## src/rtl/flash_row_program_ctrl_defs.vh

```
/*
 Constants for the flash row program controller: control register fields,
 operation codes, geometry and table access timing.
 Assumes inclusion by bare name from the design file.
*/
`ifndef FLASH_ROW_PROGRAM_CTRL_DEFS_VH
`define FLASH_ROW_PROGRAM_CTRL_DEFS_VH

// Control register fields
`define CTL_START_BIT 15
`define CTL_ENABLE_BIT 14
`define CTL_ERROR_BIT 13
`define CTL_PROGRAM_ONLY_BIT_BIT 12
`define CTL_ERASE_BIT 6
`define CTL_RESET 16'h0000
`define CTL_WMASK 16'h507F

// Unlock key values
`define KEY_FIRST 8'h55
`define KEY_SECOND 8'hAA

// Operation codes, top four bits unless full six bits are decoded
`define OP_ERASE_4ROW 6'h1A
`define OP_ERASE_2ROW 6'h19
`define OP_ERASE_1ROW 6'h18
`define OPH_ERASE_CFG 4'h5
`define OPH_ERASE_EEP 4'h4
`define OPH_ERASE_GEN 4'h3
`define OPH_PROGRAM 4'h1
`define OPH_ERASE_BOOT 4'hA
`define OPH_ERASE_ALL 4'h9

// Operation kinds presented to the array
`define KIND_PROG_ROW 3'h0
`define KIND_ERASE_ROWS 3'h1
`define KIND_ERASE_CFG 3'h2
`define KIND_ERASE_EEP 3'h3
`define KIND_ERASE_GEN 3'h4
`define KIND_ERASE_BOOT 3'h5
`define KIND_ERASE_ALL 3'h6

// Geometry
`define ROW_WORDS 32
`define ROW_BYTES 96
`define ROW_ADDR_BITS 6

// Table write completes in two instruction cycles
`define TBL_CYCLES 2

`endif

```

## src/rtl/flash_row_program_ctrl.v

```verilog
/*
 Run-time self-programming controller for on-chip program flash.
 Holds the row latches, table page, unlock sequencer, control register
 and the start / completion handshake to the flash array.
 Assumes the core issues one table or register access at a time, honours
 cpu_stall, and that the array reports each started operation with
 flash_done or flash_abort.
 Holding latches are never cleared, by reset or by a program; software
 reloads every word it cares about before each row program.
*/
// Overview of operation
// - Flash is organised in rows of 32 instruction words, 96 bytes.
// - Erase 1, 2 or 4 rows at once; program exactly one row.
// - Erase blocks and rows are aligned to their own size from zero.
// - Table writes fill holding latches; flash written only on program start.
// - Program works with any latch count; 64 word writes (32 low, 32 high) fill a row.
// - Latches take writes in any order; latest write wins.
// - Each table write updates one latch word in two cycles.
// - Target address is table page concatenated with 16-bit effective address.
// - Low table ops reach bits 15..0, high ops 23..16, word or byte.
// - Key register is write-only; 55h then AAh must precede a start.
// - Core is stalled while a program or erase runs.
// - Bit 15 starts a self-timed operation, cleared by hardware at the end.
// - Bit 14 enables program and erase; clear inhibits them.
// - Bit 13 flags improper sequence or termination; zero after normal end.
// - Bit 6 picks erase when set, program when clear, using the code.
// - Codes 011010, 011001, 011000 erase four, two, one rows.
// - Codes 0101xx, 0100xx, 0011xx erase config, data EEPROM, general block.
// - With erase clear, code 0001xx programs one row from the latches.
// - Codes 1010xx, 1001xx bulk erase, only in serial programming mode.
// - Unassigned operation codes do nothing when started.
// - Row erases pick rows from the table pointer address.
// - Bit 12 only matters for data EEPROM, exists only with EEPROM.
// - Table page top bit selects user (0) or configuration (1) space.
// - Table writes to configuration space are dropped; reads still run.
`timescale 1ns/1ps
`default_nettype none
`include "flash_row_program_ctrl_defs.vh"

module flash_row_program_ctrl #(
   parameter ROW_WORDS = `ROW_WORDS,
   parameter HAS_EEPROM = 1
) (
   // Clock and reset
   input wire mclk,
   input wire resetn,
   // Special function register writes and reads from the core
   input wire ctl_wr,
   input wire [15:0] ctl_wdata,
   input wire key_wr,
   input wire [7:0] key_wdata,
   input wire page_wr,
   input wire [7:0] page_wdata,
   output wire [15:0] flash_op_control,
   output wire [7:0] table_page_reg,
   // Table operations from the core
   input wire tbl_req,
   input wire tbl_write,
   input wire tbl_high,
   input wire tbl_byte,
   input wire [15:0] tbl_ea,
   input wire [15:0] tbl_wdata,
   output reg [15:0] tbl_rdata,
   output wire tbl_done,
   output wire cpu_stall,
   // Mode strap
   input wire serial_prog_mode,
   // Flash array side
   output wire [23:0] rd_addr,
   input wire [23:0] rd_data,
   output reg flash_go,
   output reg [2:0] flash_kind,
   output reg [23:0] flash_addr,
   output reg [2:0] flash_rows,
   output reg program_only,
   input wire [4:0] lat_idx,
   output reg [23:0] lat_data,
   input wire flash_done,
   input wire flash_abort
);

   // One-hot sequencer and key progress codes
   localparam ST_IDLE = 2'b01;
   localparam ST_RUN = 2'b10;
   localparam K_NONE = 2'b01;
   localparam K_HALF = 2'b10;

   reg [1:0] state_q;
   reg [1:0] key_q;
   reg armed_q;
   reg start_q;
   reg enable_q;
   reg error_q;
   reg pgm_only_q;
   reg erase_q;
   reg [5:0] opcode_q;
   reg [7:0] page_q;
   reg [23:0] tptr_q;
   reg tbl_busy_q;
   reg [23:0] lat_mem [0:ROW_WORDS-1];

   // Decoded operation
   reg op_valid;
   reg [2:0] op_kind;
   reg [2:0] op_rows;
   reg [23:0] op_addr;
   wire [3:0] op_hi;
   wire start_try;
   wire start_ok;
   wire tbl_take;
   wire tbl_cfg;
   wire [23:0] tbl_addr;
   wire [4:0] wr_idx;

   assign op_hi = opcode_q[5:2];
   assign start_try = ctl_wr && ctl_wdata[`CTL_START_BIT] && !start_q;
   assign start_ok = start_try && armed_q && enable_q;
   assign tbl_take = tbl_req && !tbl_busy_q && state_q == ST_IDLE;
   assign tbl_addr = {page_q, tbl_ea};
   assign tbl_cfg = page_q[7];
   assign wr_idx = tbl_ea[`ROW_ADDR_BITS-1:1];
   assign rd_addr = tbl_addr;
   assign tbl_done = tbl_busy_q;
   // A request not yet taken stalls the core too, so it never runs ahead of its access
   assign cpu_stall = (state_q == ST_RUN) ||
      start_ok ||
      (tbl_req && !tbl_busy_q);
   assign table_page_reg = page_q;
   assign flash_op_control = {start_q, enable_q, error_q, pgm_only_q,
      5'h00, erase_q, opcode_q};

   // Operation decode from erase bit and code
   always @* begin
      op_valid = 1'b0;
      op_kind = `KIND_PROG_ROW;
      op_rows = 3'h1;
      op_addr = tptr_q;
      if (erase_q) begin
         if (opcode_q == `OP_ERASE_4ROW) begin
            op_valid = 1'b1;
            op_kind = `KIND_ERASE_ROWS;
            op_rows = 3'h4;
            op_addr = {tptr_q[23:`ROW_ADDR_BITS+2], 8'h00};
         end else if (opcode_q == `OP_ERASE_2ROW) begin
            op_valid = 1'b1;
            op_kind = `KIND_ERASE_ROWS;
            op_rows = 3'h2;
            op_addr = {tptr_q[23:`ROW_ADDR_BITS+1], 7'h00};
         end else if (opcode_q == `OP_ERASE_1ROW) begin
            op_rows = 3'h1;
            op_valid = 1'b1;
            op_kind = `KIND_ERASE_ROWS;
            op_addr = {tptr_q[23:`ROW_ADDR_BITS], 6'h00};
         end else if (op_hi == `OPH_ERASE_CFG) begin
            op_valid = 1'b1;
            op_kind = `KIND_ERASE_CFG;
         end else if (op_hi == `OPH_ERASE_EEP) begin
            // Without data EEPROM this code is a no-op
            op_valid = (HAS_EEPROM != 0);
            op_kind = `KIND_ERASE_EEP;
         end else if (op_hi == `OPH_ERASE_GEN) begin
            op_valid = 1'b1;
            op_kind = `KIND_ERASE_GEN;
         end else if (op_hi == `OPH_ERASE_BOOT) begin
            // Bulk erases are refused outside serial programming mode
            op_valid = serial_prog_mode;
            op_kind = `KIND_ERASE_BOOT;
         end else if (op_hi == `OPH_ERASE_ALL) begin
            op_valid = serial_prog_mode;
            op_kind = `KIND_ERASE_ALL;
         end
      end else if (op_hi == `OPH_PROGRAM) begin
         op_valid = 1'b1;
         op_kind = `KIND_PROG_ROW;
         op_rows = 3'h1;
         op_addr = {tptr_q[23:`ROW_ADDR_BITS], 6'h00};
      end
   end

   // Unlock sequencer: any other register write breaks the sequence
   // Arming lasts one write, so a stray store cannot leave the array unlocked
   always @(posedge mclk) begin
      if (!resetn) begin
         key_q <= K_NONE;
         armed_q <= 1'b0;
      end else if (key_wr) begin
         case (key_q)
            K_NONE: begin
               key_q <= (key_wdata == `KEY_FIRST) ? K_HALF : K_NONE;
               armed_q <= 1'b0;
            end
            K_HALF: begin
               // Second key must follow the first directly
               key_q <= K_NONE;
               armed_q <= (key_wdata == `KEY_SECOND);
            end
            default: begin
               key_q <= K_NONE;
               armed_q <= 1'b0;
            end
         endcase
      end else if (ctl_wr || page_wr || tbl_take) begin
         key_q <= K_NONE;
         armed_q <= 1'b0;
      end
   end

   // Control register and operation sequencer
   always @(posedge mclk) begin
      if (!resetn) begin
         state_q <= ST_IDLE;
         start_q <= 1'b0;
         enable_q <= 1'b0;
         error_q <= 1'b0;
         pgm_only_q <= 1'b0;
         erase_q <= 1'b0;
         opcode_q <= 6'h00;
         flash_go <= 1'b0;
         flash_kind <= `KIND_PROG_ROW;
         flash_addr <= 24'h000000;
         flash_rows <= 3'h1;
         program_only <= 1'b0;
      end else begin
         flash_go <= 1'b0;
         // Field writes while running are ignored; start is owned by hardware then
         if (ctl_wr && state_q == ST_IDLE) begin
            enable_q <= ctl_wdata[`CTL_ENABLE_BIT];
            error_q <= ctl_wdata[`CTL_ERROR_BIT];
            pgm_only_q <= (HAS_EEPROM != 0) && ctl_wdata[`CTL_PROGRAM_ONLY_BIT_BIT];
            erase_q <= ctl_wdata[`CTL_ERASE_BIT];
            opcode_q <= ctl_wdata[5:0];
         end
         case (state_q)
            ST_IDLE: begin
               // Decode uses the settings held before this write
               // A refused start still loads the other fields, like any control write
               if (start_try && !start_ok) begin
                  error_q <= 1'b1;
               end else if (start_ok && op_valid) begin
                  start_q <= 1'b1;
                  state_q <= ST_RUN;
                  flash_go <= 1'b1;
                  flash_kind <= op_kind;
                  flash_addr <= op_addr;
                  flash_rows <= op_rows;
                  program_only <= pgm_only_q;
               end
               // An unassigned code leaves the start bit low: no operation
            end
            ST_RUN: begin
               // Abort wins over done if the array reports both
               if (flash_abort) begin
                  start_q <= 1'b0;
                  error_q <= 1'b1;
                  state_q <= ST_IDLE;
               end else if (flash_done) begin
                  start_q <= 1'b0;
                  error_q <= 1'b0;
                  state_q <= ST_IDLE;
               end
            end
            default: begin
               state_q <= ST_IDLE;
               start_q <= 1'b0;
            end
         endcase
      end
   end

   // Page register and table pointer
   always @(posedge mclk) begin
      if (!resetn) begin
         page_q <= 8'h00;
         tptr_q <= 24'h000000;
      end else begin
         if (page_wr) begin
            page_q <= page_wdata;
         end
         // A dropped configuration write leaves the pointer where it was
         if (tbl_take && tbl_write && !tbl_cfg) begin
            tptr_q <= tbl_addr;
         end
      end
   end

   // Table access timing: request cycle plus completion cycle.
   // A request held through done is taken again on the following cycle.
   always @(posedge mclk) begin
      if (!resetn) begin
         tbl_busy_q <= 1'b0;
      end else begin
         tbl_busy_q <= tbl_take;
      end
   end

   // Table read data: high word carries a zero phantom byte
   // Data is taken in the request cycle, so it stands while done is high
   always @(posedge mclk) begin
      if (!resetn) begin
         tbl_rdata <= 16'h0000;
      end else if (tbl_take && !tbl_write) begin
         if (tbl_high) begin
            tbl_rdata <= (tbl_byte && tbl_ea[0]) ? 16'h0000 : {8'h00, rd_data[23:16]};
         end else if (tbl_byte) begin
            tbl_rdata <= {8'h00, tbl_ea[0] ? rd_data[15:8] : rd_data[7:0]};
         end else begin
            tbl_rdata <= rd_data[15:0];
         end
      end
   end

   // Holding latches; no reset so the array maps onto plain storage.
   // Latest write to a latch replaces earlier ones, in any order.
   always @(posedge mclk) begin
      if (tbl_take && tbl_write && !tbl_cfg) begin
         if (tbl_high) begin
            if (!(tbl_byte && tbl_ea[0])) begin
               lat_mem[wr_idx][23:16] <= tbl_wdata[7:0];
            end
         end else if (tbl_byte) begin
            if (tbl_ea[0]) begin
               lat_mem[wr_idx][15:8] <= tbl_wdata[7:0];
            end else begin
               lat_mem[wr_idx][7:0] <= tbl_wdata[7:0];
            end
         end else begin
            lat_mem[wr_idx][15:0] <= tbl_wdata;
         end
      end
   end

   // Latch readout for the array during a row program
   // Runs every cycle; the array owns the index and ignores the data otherwise
   always @(posedge mclk) begin
      if (!resetn) begin
         lat_data <= 24'h000000;
      end else begin
         lat_data <= lat_mem[lat_idx];
      end
   end

endmodule
`default_nettype wire

```

## config.mk

```make
export PLATFORM = sky130hd
export DESIGN_NAME = flash_row_program_ctrl
export DESIGN_NICKNAME = d
export VERILOG_FILES = /design/src/rtl/flash_row_program_ctrl.v
export VERILOG_INCLUDE_DIRS = /design/src /design/src/rtl
export SDC_FILE = /design/constraint.sdc
export NUM_CORES = 1
export LEC_CHECK = 0
export BUFFER_PORTS_ARGS = -buffer_cell sky130_fd_sc_hd__buf_2
export CORE_MARGIN = 2
export CORE_UTILIZATION = 40
export CTS_BUF_LIST = sky130_fd_sc_hd__clkbuf_16
export CTS_CLUSTER_DIAMETER = 80
export DETAILED_ROUTE_END_ITERATION = 16
export PLACE_DENSITY = 0.56
export SLEW_MARGIN = 0
export SYNTH_ARGS = -nofsm -noshare
export SYNTH_HDL_FRONTEND = slang
export SYNTH_SLANG_ARGS = --single-unit
```

## constraint.sdc

```tcl
create_clock -name mclk -period 6.9 [get_ports mclk]
set_clock_uncertainty 0.05 [all_clocks]
set_input_delay 0.69 -clock mclk [delete_from_list [all_inputs] [get_ports mclk]]
set_output_delay 0.69 -clock mclk [all_outputs]
set_load 0.005 [all_outputs]
```

==> key figures <==
GRT
  – GR Util All Layers: a little under a fifth
  – First-pass GRT wire length: between 100 and 150 mm
  – Congestion Overflow GR: 0
  – Initial antenna violation count: 1
  – Vias in the first global route: around 18k
  – Largest net degree at the start of global routing: 110

Worst setup path
  – Reg-to-Reg End: lat_mem[15][10]
  – CP max FO: 32
  – Startpoint Class: flip-flop
  – R2R depth: 7
  – Crit path capture: lat_mem[15][10]
  – Worst Setup SP: state_q[1]
  – WS Path Type: flip-flop to flip-flop
  – Reg2Reg Launch Point: state_q[1]
  – Critical path endpoint category: flip-flop
  – R2R Setup Slk: approximately 3.1 ns
  – Crit path arrival time: roughly 4.0 ns
  – WP data required: between 7 and 8 ns

Clock tree
  – CTS tree: done
  – CTS resizes: 0
  – Sink Count: roughly 890
  – Setup bufs post-CTS: 0
  – Post-CTS Hold Fix Bufs: 0
  – Clock Tree Buf Depth: 3
  – Clk Latency, worst-skew pair: ~0.65 ns
  – CTS clk-pin slew, worst paths: around 0.070 ns
  – CTS H-tree depth: 3
  – Num CTS Buffers: 91
  – Clock root cell: clkbuf_16

Yosys
  – Syn Area/Cell: between 15 and 20 sq um
  – Sequential fraction of the synthesis area: between 70% and 80%
  – Synthesis-stage register bit count: 888
  – Top-count cell post-synth: edfxtp_1
  – EDFF count, synth: around 770
  – Cells after Synth: 1,868
  – Synth area leaders: edfxtp_1, mux4_2, dfxtp_1, nand2_1, mux2i_1
  – Post-synth top area share: between 60% and 70%
  – Post-synth top cells: edfxtp_1, mux4_2, nand2_1
  – Mapped cell area: roughly 35,000 sq um
  – Post-synth top flop: edfxtp_1
  – Synth warn: 0
  – Yosys cell types: 52
  – Synth area leader: edfxtp_1
  – Fraction of registers with async set/reset: 0%

Routing
  – DRT iter0 DRCs: ~1.6k
  – Residual DRC: 0
  – Routed vias: 17.71k
  – Drt total wl: slightly above 80 mm
  – DR pass1 iterations: 5
  – Wire per inst: between 20 and 25 um
  – Detail Route Antenna Nets: 0
  – Vias per inst: 5.378

Pwr
  – Peak supply drop: about 0.00018 V
  – Design Power: about 11 mW
  – PD cells: 283.7 nW/um^2
  – Leakage: between 10 and 15 nW

Cells and area
  – Layout net count: roughly 2.2k
  – Design Area, Final: 39,610 sq um
  – P&R area growth vs syn: 14.04%
  – Antenna diode count: 0
  – Layout Cells excl Fill: approximately 3.3k
  – Fraction of layout cells with a size suffix above 1: roughly 28%
  – Largest Register: lat_mem
  – Final Util: between 40% and 50%
  – Max FFs per register: between 700 and 800

STA
  – WHS: 0.2449 ns
  – Crit share post-route: 55.23%
  – Final Critical Period: 3.811 ns
  – Worst slew pin tran: 1.204 ns
  – Unrepaired setup endpoints after global routing: no
  – Setup ws final: between 3 and 4 ns
  – Pins Over Slew Limit: 0
  – Fmax: 262.4 MHz
  – Post-Route Setup TNS: 0 ns
  – Final Hold Vio Count: 0
  – Final setup violation count: 0
  – Rel. slew slack: about 19%

Placed design
  – Post-Place Cells: 3,123
  – GP Congestion: between 0.8 and 0.9
  – Placed cell area: 36,690 sq um
  – Post-DP HPWL: 52.07 mm
  – I/O Buffers: 216
  – Post-Place Worst Slack: ~2.9 ns

Hold path
  – Worst Hold Launch: ctl_wdata[12]
  – HP Class: input pin to flip-flop

Floorplanning
  – Die H: approximately 300 um
  – Boundary Pins: ~230
  – Initial core utilization: between 40% and 50%
  – Die W: roughly 300 um
  – Die area: 89,210 sq um
  – Core area: 86,350 sq um
  – Row count: approximately 110

Run status
  – Status: completed

Job
  – MaxCap Viol Count: 0
## how the worst min path moves through the flow
| stage | endpoint | cells past startpoint |
|---|---|---|
| 6_report | pgm_only_q | 3 |
| 5_1_grt | opcode_q[5] | 3 |
| 4_1_cts | pgm_only_q | 3 |
| 3_5_place_dp | flash_addr[1] | 2 |
| 3_3_place_gp | tptr_q[23] | 2 |
| 2_1_floorplan | tptr_q[23] | 2 |
## kinds of logic after synthesis
group / count (synthesis) / synth area share, %
buffers and inverters: 174 / 2.669
muxes: 284 / 15.99
DFF: 888 / 73.31
xor gates and xnor gates: 2 / 0.05044
adders and majority gates: 2 / 0.07203
and+or+nand+nor: 388 / 4.978
other: 1 / 0.01080
AOI/OAI and AO/OA: 129 / 2.911
## critical path, cell delays in order (launching register included)
cell	delay, ns
dfxtp_1	0.35
inv_1	0.09
ha_1	0.32
nand2_1	0.23
nor3b_4	0.23
buf_4	0.32
nand2_1	0.74
nor2_1	1.06
## layout make-up
class                           count  area (sq um)
Inverter                           30         112.6
Clock buffer                       95          2377
Timing Repair Buffer              240          1299
Sequential cell                   888         25460
Multi-Input combinational cell    810          8366
Tap cell                         1155          1445
Clock inverter                     75         545.5
Fill cell                        7325         46740
## layout by cell type, fill, tap and decap left out, types with 24 or more instances in the layout
| master | Yosys | layout |
|---|---|---|
| mux2i_1 | 60 | 60 |
| dfxtp_1 | 120 | 120 |
| inv_1 | 30 | 51 |
| nor2_1 | 114 | 114 |
| buf_2 | 28 | 212 |
| o221ai_1 | 26 | 26 |
| clkbuf_16 | 0 | 95 |
| a221oi_1 | 24 | 24 |
| a21boi_0 | 43 | 43 |
| mux4_2 | 216 | 216 |
| buf_4 | 39 | 25 |
| nand2_1 | 187 | 187 |
| edfxtp_1 | 768 | 768 |
## power breakdown
group          leakage [nW]  total [mW]  switching [mW]  internal [mW]
Clock                  1.52        4.77            2.05           2.73
Combinational          3.61       0.575           0.353          0.222
Sequential             7.88        5.89          0.0234           5.87
## metal layers
metal	vias to the layer above	wire, um	share of wire [%]	GRT usage [%]
met3	110	4632	5.7	3.584
met2	501	40250	49	29.79
met5	-	0	0	0
li1	7768	-	-	-
met4	0	1909	2.3	5.456
met1	9332	35030	43	25.04
Power figures use the tool's default switching activity.
